`config.mk`:
```
export PLATFORM = sky130hd
export DESIGN_NAME = ipei_top
export DESIGN_NICKNAME = d
export VERILOG_FILES = /design/src/ipei_sync.v /design/src/ipei_top.v
export VERILOG_INCLUDE_DIRS = /design/src /design/src/src
export SDC_FILE = /design/constraint.sdc
export NUM_CORES = 1
export LEC_CHECK = 0
export ABC_AREA = 1
export BUFFER_PORTS_ARGS = -buffer_cell sky130_fd_sc_hd__buf_4
export CAP_MARGIN = 40
export CORE_MARGIN = 1.5
export CORE_UTILIZATION = 43
export DETAILED_ROUTE_END_ITERATION = 8
export PLACE_DENSITY_LB_ADDON = 0.3
export SLEW_MARGIN = 40
export SYNTH_ARGS = -nofsm -noshare
export SYNTH_HDL_FRONTEND = slang
export SYNTH_SLANG_ARGS = --single-unit
```
`constraint.sdc`:
```
create_clock -name CLK -period 1.1 [get_ports CLK]
set_input_delay 0.055 -clock CLK [delete_from_list [all_inputs] [get_ports CLK]]
set_output_delay 0.055 -clock CLK [all_outputs]
set_load 0.05 [all_outputs]
```
`src/ipei_defines.vh`:
```
// register offsets, field positions and reset values of the input port block
`ifndef IPEI_DEFINES_VH
`define IPEI_DEFINES_VH
`define IPEI_OFF_SINGLE_FLAG    8'hc2
`define IPEI_OFF_GROUP_FLAG     8'hc3
`define IPEI_OFF_IRQ_MASK       8'hc9
`define IPEI_OFF_GROUP_SELECT   8'hca
`define IPEI_OFF_GROUP_LEVELS   8'hd0
`define IPEI_OFF_SINGLE_LEVEL   8'hd1
`define IPEI_OFF_GROUP_COMPARE  8'hd2
`define IPEI_OFF_SINGLE_COMPARE 8'hd3
`define IPEI_OFF_SLEEP_CTRL     8'hf0
`define IPEI_MASK_GROUP_BIT     0
`define IPEI_MASK_SINGLE_BIT    1
`define IPEI_RST_MASK           2'h0
`define IPEI_RST_SELECT         4'h0
`define IPEI_RST_GROUP_COMPARE  4'h0
`define IPEI_RST_SINGLE_COMPARE 1'h0
`define IPEI_RESP_OKAY          2'h0
`define IPEI_RESP_SLVERR        2'h2
`endif

```
`src/ipei_sync.v`:
```
// two-flop synchroniser for a bus of pin inputs
`timescale 1ns/1ps
module ipei_sync #(
  parameter WIDTH = 5
) (
  // clock
  input  wire             clk,
  // pins and synchronised copy
  input  wire [WIDTH-1:0] din,
  output wire [WIDTH-1:0] dout
);
  reg [WIDTH-1:0] meta_q;
  reg [WIDTH-1:0] sync_q;
  // no reset: pins carry no defined value to reset to
  always @(posedge clk) begin
    meta_q <= din;
    sync_q <= meta_q;
  end
  assign dout = sync_q;
endmodule

```
`src/ipei_top.v`:
```
// five-bit input port with edge interrupts and AXI4-Lite register access
// Contract
// - single pin raises on equal to unequal
// - group raises when enabled pins stop matching
// - group condition sets group flag
// - single condition sets single flag
// - flags set regardless of mask
// - mask bits at c9, one enables
// - mask bits cleared at reset
// - single pin interrupt cancels sleep
// - pin levels readable, writes ignored
// - compare bit one falling, zero rising
// - group compares only selected pins
// - select bits at ca, reset zero
// - group flag c3, single flag c2
// - flag read clears, writes ignored
// - flags cleared at reset
// - unused upper bits read zero
//
// Register access over AXI4-Lite is this design's own decision.
`timescale 1ns/1ps
`include "ipei_defines.vh"
module ipei_top #(
  parameter GROUP_W = 4
) (
  // clock and reset
  input  wire               CLK,
  input  wire               SRST,
  // pins
  input  wire [GROUP_W-1:0] GROUP_PIN,
  input  wire               SINGLE_PIN,
  // cpu side
  output wire               IRQ,
  output wire               SLEEP,
  // axi4-lite write address
  input  wire [9:0]         S_AXI_AWADDR,
  input  wire               S_AXI_AWVALID,
  output wire               S_AXI_AWREADY,
  // axi4-lite write data
  input  wire [31:0]        S_AXI_WDATA,
  input  wire [3:0]         S_AXI_WSTRB,
  input  wire               S_AXI_WVALID,
  output wire               S_AXI_WREADY,
  // axi4-lite write response
  output wire [1:0]         S_AXI_BRESP,
  output wire               S_AXI_BVALID,
  input  wire               S_AXI_BREADY,
  // axi4-lite read address
  input  wire [9:0]         S_AXI_ARADDR,
  input  wire               S_AXI_ARVALID,
  output wire               S_AXI_ARREADY,
  // axi4-lite read data
  output wire [31:0]        S_AXI_RDATA,
  output wire [1:0]         S_AXI_RRESP,
  output wire               S_AXI_RVALID,
  input  wire               S_AXI_RREADY
);
  // synchronised pins
  wire [GROUP_W:0]   pins_s;
  wire [GROUP_W-1:0] group_s;
  wire               single_s;

  ipei_sync #(
    .WIDTH (GROUP_W+1)
  ) u_sync (
    .clk  (CLK),
    .din  ({SINGLE_PIN, GROUP_PIN}),
    .dout (pins_s)
  );
  assign group_s  = pins_s[GROUP_W-1:0];
  assign single_s = pins_s[GROUP_W];

  // software registers
  reg  [1:0]         mask_q;
  reg  [GROUP_W-1:0] select_q;
  reg  [GROUP_W-1:0] gcmp_q;
  reg                scmp_q;
  reg                group_flag_q;
  reg                single_flag_q;
  reg                sleep_q;
  reg                gmis_q;
  reg                smis_q;
  reg                match_valid_q;

  // comparison: pin differs from its compare bit
  wire [GROUP_W-1:0] gdiff;
  wire               gmis;
  wire               smis;
  wire               group_evt;
  wire               single_evt;

  // compare bit one: pin resting high, falling leaves the match; zero the reverse
  // unselected pins are forced to match so they never vote
  genvar gi;
  generate
    for (gi = 0; gi < GROUP_W; gi = gi + 1) begin : g_pin_cmp
      assign gdiff[gi] = (group_s[gi] ^ gcmp_q[gi]) & select_q[gi];
    end
  endgenerate
  assign gmis  = |gdiff;
  assign smis  = single_s ^ scmp_q;

  // only the transition out of full match counts, not unequal to unequal
  assign group_evt  = match_valid_q & ~gmis_q & gmis;
  assign single_evt = match_valid_q & ~smis_q & smis;

  // first cycle after reset has no valid history to compare against
  always @(posedge CLK) begin
    if (SRST) begin
      gmis_q        <= 1'b0;
      smis_q        <= 1'b0;
      match_valid_q <= 1'b0;
    end else begin
      gmis_q        <= gmis;
      smis_q        <= smis;
      match_valid_q <= 1'b1;
    end
  end

  // axi write channel
  // address and data come in either order; each is held until both are in
  reg         aw_held_q;
  reg         w_held_q;
  reg  [9:0]  awaddr_q;
  reg  [31:0] wdata_q;
  reg  [3:0]  wstrb_q;
  reg         bvalid_q;
  reg  [1:0]  bresp_q;
  wire        do_write;
  wire        wr_hit;

  assign S_AXI_AWREADY = ~aw_held_q & ~bvalid_q;
  assign S_AXI_WREADY  = ~w_held_q & ~bvalid_q;
  assign do_write      = aw_held_q & w_held_q & ~bvalid_q;
  assign S_AXI_BVALID  = bvalid_q;
  assign S_AXI_BRESP   = bresp_q;

  always @(posedge CLK) begin
    if (SRST) begin
      aw_held_q <= 1'b0;
      w_held_q  <= 1'b0;
      awaddr_q  <= 10'h000;
      wdata_q   <= 32'h0000_0000;
      wstrb_q   <= 4'h0;
      bvalid_q  <= 1'b0;
      bresp_q   <= `IPEI_RESP_OKAY;
    end else begin
      if (S_AXI_AWVALID && S_AXI_AWREADY) begin
        aw_held_q <= 1'b1;
        awaddr_q  <= S_AXI_AWADDR;
      end
      if (S_AXI_WVALID && S_AXI_WREADY) begin
        w_held_q <= 1'b1;
        wdata_q  <= S_AXI_WDATA;
        wstrb_q  <= S_AXI_WSTRB;
      end
      if (do_write) begin
        aw_held_q <= 1'b0;
        w_held_q  <= 1'b0;
        bvalid_q  <= 1'b1;
        bresp_q   <= wr_hit ? `IPEI_RESP_OKAY : `IPEI_RESP_SLVERR;
      end else if (bvalid_q && S_AXI_BREADY) begin
        bvalid_q <= 1'b0;
      end
    end
  end

  // every mapped register answers okay, even read-only ones
  function is_mapped;
    input [7:0] a;
    begin
      case (a)
        `IPEI_OFF_SINGLE_FLAG,
        `IPEI_OFF_GROUP_FLAG,
        `IPEI_OFF_IRQ_MASK,
        `IPEI_OFF_GROUP_SELECT,
        `IPEI_OFF_GROUP_LEVELS,
        `IPEI_OFF_SINGLE_LEVEL,
        `IPEI_OFF_GROUP_COMPARE,
        `IPEI_OFF_SINGLE_COMPARE,
        `IPEI_OFF_SLEEP_CTRL:    is_mapped = 1'b1;
        default:                 is_mapped = 1'b0;
      endcase
    end
  endfunction

  // one register per word: byte address is four times the register index
  wire [7:0] wr_idx;
  wire       wr_aligned;
  wire [7:0] rd_idx;
  wire       rd_aligned;

  assign wr_idx     = awaddr_q[9:2];
  assign wr_aligned = (awaddr_q[1:0] == 2'b00);
  assign rd_idx     = S_AXI_ARADDR[9:2];
  assign rd_aligned = (S_AXI_ARADDR[1:0] == 2'b00);

  assign wr_hit = is_mapped(wr_idx) && wr_aligned;

  // refused writes (unmapped or misaligned) change nothing
  wire wr_lane0;
  wire we_mask;
  wire we_select;
  wire we_gcmp;
  wire we_scmp;
  assign wr_lane0  = do_write & wstrb_q[0] & wr_hit;
  assign we_mask   = wr_lane0 & (wr_idx == `IPEI_OFF_IRQ_MASK);
  assign we_select = wr_lane0 & (wr_idx == `IPEI_OFF_GROUP_SELECT);
  assign we_gcmp   = wr_lane0 & (wr_idx == `IPEI_OFF_GROUP_COMPARE);
  assign we_scmp   = wr_lane0 & (wr_idx == `IPEI_OFF_SINGLE_COMPARE);

  // writable registers; flags and levels take no writes
  always @(posedge CLK) begin
    if (SRST) begin
      mask_q   <= `IPEI_RST_MASK;
      select_q <= `IPEI_RST_SELECT;
      gcmp_q   <= `IPEI_RST_GROUP_COMPARE;
      scmp_q   <= `IPEI_RST_SINGLE_COMPARE;
    end else begin
      if (we_mask)
        mask_q <= wdata_q[1:0];
      if (we_select)
        select_q <= wdata_q[GROUP_W-1:0];
      if (we_gcmp)
        gcmp_q <= wdata_q[GROUP_W-1:0];
      if (we_scmp)
        scmp_q <= wdata_q[0];
    end
  end

  // axi read channel
  // one read in flight: the address is refused until the answer is taken
  reg         rvalid_q;
  reg  [31:0] rdata_q;
  reg  [1:0]  rresp_q;
  reg  [31:0] rd_mux;
  wire        rd_take;
  wire        rd_group_flag;
  wire        rd_single_flag;
  wire        rd_ok;

  assign S_AXI_ARREADY = ~rvalid_q;
  assign rd_take       = S_AXI_ARVALID & ~rvalid_q;
  assign S_AXI_RVALID  = rvalid_q;
  assign S_AXI_RDATA   = rdata_q;
  assign S_AXI_RRESP   = rresp_q;
  // a flag read clears at the address edge; the answer keeps the old value
  assign rd_ok          = rd_take & rd_aligned;
  assign rd_group_flag  = rd_ok & (rd_idx == `IPEI_OFF_GROUP_FLAG);
  assign rd_single_flag = rd_ok & (rd_idx == `IPEI_OFF_SINGLE_FLAG);

  // misaligned or unmapped reads return zero
  always @* begin
    rd_mux = 32'h0000_0000;
    if (rd_aligned) begin
      case (rd_idx)
        `IPEI_OFF_SINGLE_FLAG:    rd_mux[0] = single_flag_q;
        `IPEI_OFF_GROUP_FLAG:     rd_mux[0] = group_flag_q;
        `IPEI_OFF_IRQ_MASK:       rd_mux[1:0] = mask_q;
        `IPEI_OFF_GROUP_SELECT:   rd_mux[GROUP_W-1:0] = select_q;
        `IPEI_OFF_GROUP_LEVELS:   rd_mux[GROUP_W-1:0] = group_s;
        `IPEI_OFF_SINGLE_LEVEL:   rd_mux[0] = single_s;
        `IPEI_OFF_GROUP_COMPARE:  rd_mux[GROUP_W-1:0] = gcmp_q;
        `IPEI_OFF_SINGLE_COMPARE: rd_mux[0] = scmp_q;
        `IPEI_OFF_SLEEP_CTRL:     rd_mux[0] = sleep_q;
        default:                  rd_mux = 32'h0000_0000;
      endcase
    end
  end

  // answer registered on the edge that takes the address
  always @(posedge CLK) begin
    if (SRST) begin
      rvalid_q <= 1'b0;
      rdata_q  <= 32'h0000_0000;
      rresp_q  <= `IPEI_RESP_OKAY;
    end else if (rd_take) begin
      rvalid_q <= 1'b1;
      rdata_q  <= rd_mux;
      rresp_q  <= (is_mapped(rd_idx) && rd_aligned) ? `IPEI_RESP_OKAY : `IPEI_RESP_SLVERR;
    end else if (rvalid_q && S_AXI_RREADY) begin
      rvalid_q <= 1'b0;
    end
  end

  // factor flags: set regardless of mask, cleared by read, set beats clear
  reg group_flag_d;
  reg single_flag_d;

  always @* begin
    group_flag_d  = group_flag_q;
    single_flag_d = single_flag_q;
    if (rd_group_flag)
      group_flag_d = 1'b0;
    if (group_evt)
      group_flag_d = 1'b1;
    if (rd_single_flag)
      single_flag_d = 1'b0;
    if (single_evt)
      single_flag_d = 1'b1;
  end

  always @(posedge CLK) begin
    if (SRST) begin
      group_flag_q  <= 1'b0;
      single_flag_q <= 1'b0;
    end else begin
      group_flag_q  <= group_flag_d;
      single_flag_q <= single_flag_d;
    end
  end

  // sleep: software writes one to enter, single pin event wakes
  wire sleep_wr;
  reg  sleep_d;
  assign sleep_wr = wr_lane0 & (wr_idx == `IPEI_OFF_SLEEP_CTRL);

  // a wake in the cycle of a sleep write wins, so no wake is lost
  always @* begin
    sleep_d = sleep_q;
    if (sleep_wr)
      sleep_d = wdata_q[0];
    if (single_evt)
      sleep_d = 1'b0;
  end

  always @(posedge CLK) begin
    if (SRST)
      sleep_q <= 1'b0;
    else
      sleep_q <= sleep_d;
  end
  assign SLEEP = sleep_q;

  // a flag only asks the cpu when its enable bit is one
  wire group_req;
  wire single_req;
  assign group_req  = group_flag_q & mask_q[`IPEI_MASK_GROUP_BIT];
  assign single_req = single_flag_q & mask_q[`IPEI_MASK_SINGLE_BIT];

  // mask written while cpu irqs are on may glitch this request; software avoids it
  assign IRQ = group_req | single_req;
endmodule

```
; ---- After elaboration in Yosys (flattened, before gate mapping)
; Cells that the tools add are included.
[word_totals]
register_bits = 82
inputBits = 68
out_inout_bits = 43
elab_cells = 113
[classes]
eq_ne = 18
muxes = 19
bitwise = 37
reduce_logical = 17
[op_table]
columns = op, count
row1 = $eq 8x8->1 const B, 18
row2 = $and 1x1->1, 25
row3 = $reduce_or 9->1, 2
row4 = $mux 1, 13
row5 = $pmux 1 s9, 1
row6 = $reduce_bool 2->1, 4
row7 = $logic_and 1x1->1, 6
row8 = $not 1->1, 6
row9 = $pmux 2 s3, 1
row10 = $xor 1x1->1, 5
row11 = $logic_not 2->1, 2
row12 = $mux 2, 2
row13 = $mux 4, 1
row14 = $pmux 1 s4, 1
row15 = $reduce_or 2->1, 2
row16 = $reduce_or 4->1, 1
row17 = $or 1x1->1, 1

; ---- Depth between registers and ports, before layout
; Gate-level depths: netlist of the first run.
[depth]
word_depth = 7
mapped_depth = 10

; ---- Cells and area by module
; From an unflattened synthesis of the first run, not the netlist that was laid out.
[hier_totals]
hier_cells = 358
hier_area_um2 = 2541.2
[modules_own_cells]
columns = mod, instances, cells_per_inst, area_per_inst_um2
row1 = ipei_top, 1, 348, 2341.0
row2 = ipei_sync, 1, 10, 200.2

; ---- Least setup slack after synthesis of the first run
; No wires, ideal clock.
[synth_timing]
path_kind = reg2reg
from = register bvalid_q (netlist: S_AXI_BVALID)
to = register awaddr_q[0]
setup_time_ns = 0.116
arrival_time_ns = 1.947
required_time_ns = 0.984
setup_slack_ns = -0.962
stages_incl_launch_ff = 6
path_buffers = 1
synth_period_minus_slack_ns = 2.062
cell_sequence = dfxtp_1 -> nor2_1 -> nand2_1 -> clkbuf_1 -> o21ai_0 -> nor2_1
[synth_between]
elab_chain_len = 3
[synth_rtl]
columns = element, line
row1 = start: declaration, ipei_top.v:127  ; reg bvalid_q;
row2 = start signal: assignment, ipei_top.v:145  ; bvalid_q <= 1'b0;
row3 = start signal: assignment, ipei_top.v:160  ; bvalid_q <= 1'b1;
row4 = start signal: assignment, ipei_top.v:163  ; bvalid_q <= 1'b0;
row5 = $not 1->1, ipei_top.v:132  ; assign S_AXI_AWREADY = ~aw_held_q & ~bvalid_q;
row6 = $and 1x1->1, ipei_top.v:132
row7 = net S_AXI_AWREADY, ipei_top.v:38  ; output wire S_AXI_AWREADY,
row8 = $logic_and 1x1->1, ipei_top.v:148  ; if (S_AXI_AWVALID && S_AXI_AWREADY) begin
row9 = end signal: assignment, ipei_top.v:142  ; awaddr_q <= 10'h000;
row10 = end signal: assignment, ipei_top.v:150  ; awaddr_q <= S_AXI_AWADDR;
row11 = end: declaration, ipei_top.v:124  ; reg [9:0] awaddr_q;
; The timed path passes the listed nets, and every way through them passes these cells.
; A chain may end at the register's enable or synchronous reset.

; ---- Worst setup path after layout of the first run
[layout_timing]
from = register awaddr_q[9]
to = register mask_q[0]
[layout_between]
elab_chain_len = 6
[layout_rtl]
columns = element, line
row1 = $eq 8x8->1, ipei_top.v:172  ; case (a)
row2 = $reduce_or 9->1, ipei_top.v:172
row3 = $mux 1, ipei_top.v:172
row4 = $logic_and 1x1->1, ipei_top.v:198  ; assign wr_hit = is_mapped(wr_idx) && wr_aligned;
row5 = $and 1x1->1, ipei_top.v:206  ; assign wr_lane0 = do_write & wstrb_q[0] & wr_hit;
row6 = $and 1x1->1 *, ipei_top.v:207  ; assign we_mask = wr_lane0 & (wr_idx == `IPEI_OFF_IRQ_MASK);
row7 = end signal: assignment, ipei_top.v:215  ; mask_q <= `IPEI_RST_MASK;
row8 = end signal: assignment, ipei_top.v:221  ; mask_q <= wdata_q[1:0];
row9 = end: declaration, ipei_top.v:74  ; reg [1:0] mask_q;
; Every way passes the cells marked *; elsewhere a longest branch is shown, timed or not.

==> summary.md, run 1 <==
| Metric | Value |
|---|---|
| Vias in the first global route | `around 2300` |
| Top_reg_cell synth | `dfxtp_1` |
| Clock latency on the worst-skew pair | `between 0.3 and 0.4 ns` |
| Final Non-Filler Cells | `roughly 540` |
| Largest fanout on the critical path | `6` |
| Commonest non-fill, non-tap cells in the layout | `buf_4, nor2_1, nand2_1` |
| Slowest stage cell, crit path | `dfxtp_2` |
| CP arrival | `about 1.6 ns` |
| Total track usage | `19.30%` |
| CTS tree | `built` |
| Cell Chain, Critical Path | `nand2_4 > inv_4 > nand2_4 > nor2_4 > nor2_2 > nand3_4 > buf_4 > nand4_4 > nand2_1 > nand2_1 > nor2_1` |
| CP required | `1.32 ns` |
| Gr ovfl total | `0` |
| Cell Area, Synth | `approximately 2500 um^2` |
| Reg clk slew, reported paths | `approximately 0.1 ns` |
| Die Wd | `79.97 um` |
| Synth area leader | `dfxtp_1` |
| Rows | `27` |
| Switching share of power | `a little under a third` |
| Design area | `3731 um^2` |
| Sw Pwr | `about 1.4 mW` |
| Crit path launch type | `flop` |
| Placed cell count | `513` |
| Post-synthesis sequential area ratio | `between 40 and 50%` |
| Setup crit end kind | `flop` |
| Effective utilization at floorplan | `between 40% and 50%` |
| Die ar. | `~6400 um^2` |
| Post-synth EDFFs | `0` |
| DR iter-0 viols | `95` |
| Antenna violations before repair | `0` |
| Clk buf depth | `2` |
| Status | `complete, but fails checks` |
| Sequential Power Share | `about 47%` |
| Max_cap viols | `0` |
| Most common cell after layout, fill and taps aside | `buf_4` |
| Router iterations before antenna repair | `4` |
| Fin crit share | `129.2%` |
| Final HPWL DP | `just over 4000 um` |
| Unique masters post-synth | `30` |
| PD cells | `between 1000 and 1500 nW/um^2` |
| Synth warn | `0` |
| Hold crit path type | `primary input to flop` |
| RD Place Congestion | `approximately 0.93` |
| Final nets | `537` |
| Final core occ | `between 60 and 70%` |
| Largest cells by area after synthesis | `dfxtp_1, nor2_1, nand2_1, buf_4, inv_1` |
| R2r setup slk | `-0.32 ns` |
| Async SR Flop Fraction | `0%` |
| I/O Pins | `between 100 and 150` |
| Largest net degree at the start of global routing | `31` |
| Max Transition Viols Final | `0` |
| Worst VDD drop | `0.0009158 V` |
| Residual antenna-violating net count after detailed routing | `0` |
| Root Buffer | `clkbuf_8` |
| Fin. Hold Viols | `0` |
| RSZ-0062 raised after global routing | `true` |
| Total power | `between 4 and 5 mW` |
| PortBufs | `between 40 and 50` |
| Drt drc | `0` |
| H-tree level count | `2` |
| # setup viols final | `18` |
| Peak Freq | `between 0.7 and 0.8 GHz` |
| Worst R2R End | `mask_q[0]` |
| DP Area | `3237 um^2` |
| Vias per inst | `around 4.6` |
| CP Class | `flop to flop` |
| Mapped Avg Cell Area | `6.960 um^2` |
| DR vias | `~2500` |
| Violated checks | `negative setup slack` |
| CP Launch Point | `awaddr_q[9]` |
| Cells after Synth | `roughly 370` |
| R2R cell count | `11` |
| Wire per inst | `about 11 um` |
| Gate power share | `a little under a quarter` |
| First-pass GRT wire length | `approximately 10000 um` |
| Post-Place Worst Slack | `-0.2705 ns` |
| Worst Setup Slack, final | `-0.3217 ns` |
| Clk pwr share | `between 20% and 30%` |
| Die Span Y | `79.97 um` |
| Setup TNS | `-3.415 ns` |
| Worst hold slack | `approximately 0.00093 ns` |
| TritonCTS buffer count | `5` |
| Share of cells above drive strength 1 | `between 30 and 40%` |
| Peak per-stage delay on the critical path | `roughly 0.35 ns` |
| Final Routed Wirelength | `around 6000 um` |
| Fin crit period | `roughly 1.4 ns` |
| Capture point of the critical path | `mask_q[0]` |
| Internal power | `roughly 3.1 mW` |
| # diodes | `0` |
| Leak pwr | `~1.8 nW` |
| Worst Min Path Start | `SRST` |
| Synth top area share | `40.86%` |
| FF-to-FF Start | `awaddr_q[9]` |
| CTS Sinks | `52` |
| Max Clock Skew | `between 0.009 and 0.01 ns` |
| Area Growth Syn to Fin | `46.46%` |
| Seq cells post-synth | `52` |
| Core outline area | `5608 um^2` |
-- worst min path at each step --
stage	endpoint	slack (ns)	cells past startpoint
2_1_floorplan	u_sync.meta_q[0]	0.08	0
3_3_place_gp	u_sync.meta_q[0]	0.16	1
3_5_place_dp	u_sync.meta_q[1]	0.16	1
4_1_cts	wstrb_q[0]	0.003	3
5_1_grt	S_AXI_RDATA[0]	0.007	2
6_report	S_AXI_RDATA[0]	0.0009	2
-- cell type report --
cell class,count,area (um^2)
clock buffers,5,68.82
flip-flops and latches,52,1082
inverters,41,167.7
multi-input cells,267,1424
clock inverters,3,46.29
fillers,471,1877
repair buffers,102,852.1
well taps,72,90.09
-- power groups by stage --
stage	combinational [mW]	clock [mW]	sequential, mW
3_5_place_dp	0.927	0	2.10
6_report	1.06	1.33	2.09
5_1_grt	1.14	1.43	2.10
4_1_cts	1.01	1.36	2.08
3_3_place_gp	0.917	0	2.10
2_1_floorplan	0.671	0	2.12
-- synthesized netlist by cell type, types with 3 or more instances --
cell type / count
a21oi_1: 18
inv_2: 3
nor3_1: 5
dfxtp_1: 52
buf_4: 30
nor2_2: 8
o21ai_0: 21
inv_1: 38
nand3_1: 13
nand4_1: 3
nor2_1: 79
nand2_1: 73
-- repair_timing --
| item | in CTS | in global routing |
|---|---|---|
| resized for setup | 45 | 23 |
| pin swaps | 16 | 8 |
| setup buffers | 3 | 4 |
| hold buffers | 14 | 0 |
| endpoints found under the setup margin | 19 | 38 |
| hold endpoints to repair | 14 | 0 |
-- worst max-delay path, delay by kind of cell (launching register included) --
family,cells,cell delay [ns]
buffers and inverters,2,0.22
AND/OR/NAND/NOR,9,0.77
flip-flops,1,0.35
-- kinds of logic after synthesis --
logic type | synth area share (%)
compound gates | 9.431
xor+xnor | 1.032
buf+inv | 15.72
flops | 40.86
other cells | 0.1472
simple gates | 32.81
-- per-layer routing --
layer  GRT usage (%)  wire, um  vias to the layer above
met5               0         0                        -
met4           8.448       143                        0
met3           4.114       303                       13
met2           33.95      2885                       80
met1           22.30      2540                     1093
li1                -         -                     1293
-- state kept, by name, summed over array words and instances, names as in the netlist, 2 cells and up --
| signal | cells |
|---|---|
| select_q | 4 |
| mask_q | 2 |
| wdata_q | 4 |
| gcmp_q | 4 |
| S_AXI_RDATA | 4 |
| u_sync.dout | 5 |
| u_sync.meta_q | 5 |
| awaddr_q | 10 |
(Power assumes the default switching activity.)
==> inputs of run 2 (changes only) <==
--- a/config.mk
+++ b/config.mk
@@ -13,6 +13,7 @@
 export CORE_UTILIZATION = 43
 export DETAILED_ROUTE_END_ITERATION = 8
 export PLACE_DENSITY_LB_ADDON = 0.3
+export RECOVER_POWER = 100
 export SLEW_MARGIN = 40
 export SYNTH_ARGS = -nofsm -noshare
 export SYNTH_HDL_FRONTEND = slang
==> summary.md, run 2 (same netlist as run 1, synthesis figures left out) <==
| Metric | Value |
|---|---|
| Status | `complete, but fails checks` |
| Violated checks | `negative setup slack` |
| Internal power | `just over 3 mW` |
| Fin crit period | `1.422 ns` |
| Antenna violations before repair | `0` |
| RD Place Congestion | `between 0.9 and 1` |
| Top reg by flops | `awaddr_q` |
| Final Non-Filler Cells | `~540` |
| Residual antenna-violating net count after detailed routing | `0` |
| Die Wd | `roughly 80 um` |
| RSZ-0062 raised after global routing | `true` |
| Fin crit share | `129.3%` |
| Most common cell after layout, fill and taps aside | `buf_4` |
| DR vias | `approximately 2500` |
| Share of cells above drive strength 1 | `about 39%` |
| Final HPWL DP | `between 4000 and 5000 um` |
| PD cells | `between 1000 and 1500 nW/um^2` |
| CP Class | `flop to flop` |
| Peak Freq | `about 0.7 GHz` |
| Max Transition Viols Final | `0` |
| CP arrival | `roughly 1.6 ns` |
| # setup viols final | `25` |
| Die ar. | `between 6000 and 7000 um^2` |
| Area Growth Syn to Fin | `45.28%` |
| Gate power share | `23.4%` |
| Hold crit path type | `primary input to flop` |
| Largest net degree at the start of global routing | `31` |
| Sequential Power Share | `a little under half` |
| Clk buf depth | `2` |
| Clock latency on the worst-skew pair | `about 0.31 ns` |
| Clk pwr share | `between 20% and 30%` |
| Core outline area | `about 5600 um^2` |
| Total power | `about 4.5 mW` |
| Vias per inst | `approximately 4.6` |
| I/O Pins | `roughly 110` |
| Largest fanout on the critical path | `6` |
| Leak pwr | `between 1.5 and 2 nW` |
| Router iterations before antenna repair | `4` |
| Design area | `~3700 um^2` |
| Max reg flops | `10` |
| DR iter-0 viols | `83` |
| CTS Sinks | `52` |
| CP required | `~1.3 ns` |
| Reg clk slew, reported paths | `0.10 ns` |
| PortBufs | `about 50` |
| CTS tree | `built` |
| Drt drc | `0` |
| First-pass GRT wire length | `9742 um` |
| Worst hold slack | `just under 0.002 ns` |
| Final Routed Wirelength | `5876 um` |
| Switching share of power | `a little under a third` |
| Sw Pwr | `between 1 and 1.5 mW` |
| Worst VDD drop | `between 0.0009 and 0.001 V` |
| Root Buffer | `clkbuf_8` |
| Placed cell count | `513` |
| Gr ovfl total | `0` |
| Max_cap viols | `0` |
| Final nets | `between 500 and 600` |
| Effective utilization at floorplan | `between 40% and 50%` |
| DP Area | `~3200 um^2` |
| Crit path launch type | `flop` |
| Total track usage | `19.30%` |
| Max Clock Skew | `between 0.008 and 0.009 ns` |
| # diodes | `0` |
| Wire per inst | `10.84 um` |
| Die Span Y | `79.97 um` |
| Worst Setup Slack, final | `-0.3220 ns` |
| Commonest non-fill, non-tap cells in the layout | `buf_4, nor2_1, nand2_1` |
| H-tree level count | `2` |
| Fin. Hold Viols | `0` |
| TritonCTS buffer count | `5` |
| Rows | `27` |
| Setup crit end kind | `flop` |
| Vias in the first global route | `between 2000 and 2500` |
run 2: critical path, cell delays in order (launching register included):
cell	delay, ns
dfxtp_2	0.35
nand2_4	0.11
inv_4	0.05
nand2_4	0.09
nor2_4	0.05
nor2_2	0.13
nand3_4	0.14
buf_4	0.17
nand4_4	0.07
nand2_1	0.07
nand2_1	0.06
nor2_1	0.04
run 2: metrics by stage:
stage	util [%]	TNS, ns	setup slack [ns]
floorplan	-	-4.951	-0.2866
global placement	57.72	-2.652	-0.2005
detailed placement	57.72	-3.548	-0.2705
CTS	64.57	-2.833	-0.2363
global route	66.00	-6.313	-0.3890
finish	66.00	-3.545	-0.3220
run 2: final timing paths:
kind                                  startpoint             end  slack (ns)  cells after the start
worst min register to register  u_sync.meta_q[1]  u_sync.dout[1]        0.33                      0
worst max register to register       awaddr_q[9]       mask_q[0]       -0.32                     11
worst min-delay path                        SRST  S_AXI_RDATA[0]       0.002                      2
worst max-delay path                 awaddr_q[9]       mask_q[0]       -0.32                     11
run 2: routing by layer:
layer	global-route usage, %	wire (um)	up-vias
li1	-	-	1294
met1	22.30	2518	1094
met2	33.95	2890	87
met3	4.114	323	13
met4	8.448	143	0
met5	0	0	-
run 2: area by class of cell:
type	count	area, um^2
Inverter	41	167.7
Sequential cell	52	1081
Tap cell	72	90.09
Clock buffer	5	68.82
Fill cell	481	1907
Timing Repair Buffer	102	825.8
Multi-Input combinational cell	267	1421
Clock inverter	3	46.29
run 2: power groups by stage:
stage,Sequential (mW),Clock [mW],Combinational [mW]
after floorplan,2.12,0,0.671
after global placement,2.10,0,0.917
after detailed placement,2.10,0,0.927
after CTS,2.08,1.36,1.01
after global routing,2.10,1.43,1.13
final,2.09,1.33,1.04
run 2: repair_timing:
| action | in CTS | in global routing |
|---|---|---|
| setup endpoints to repair | 19 | 38 |
| pin swaps | 16 | 8 |
| hold buffers | 14 | 0 |
| gates resized for setup | 45 | 23 |
| endpoints found under the hold margin | 14 | 0 |
| setup buffers | 3 | 4 |
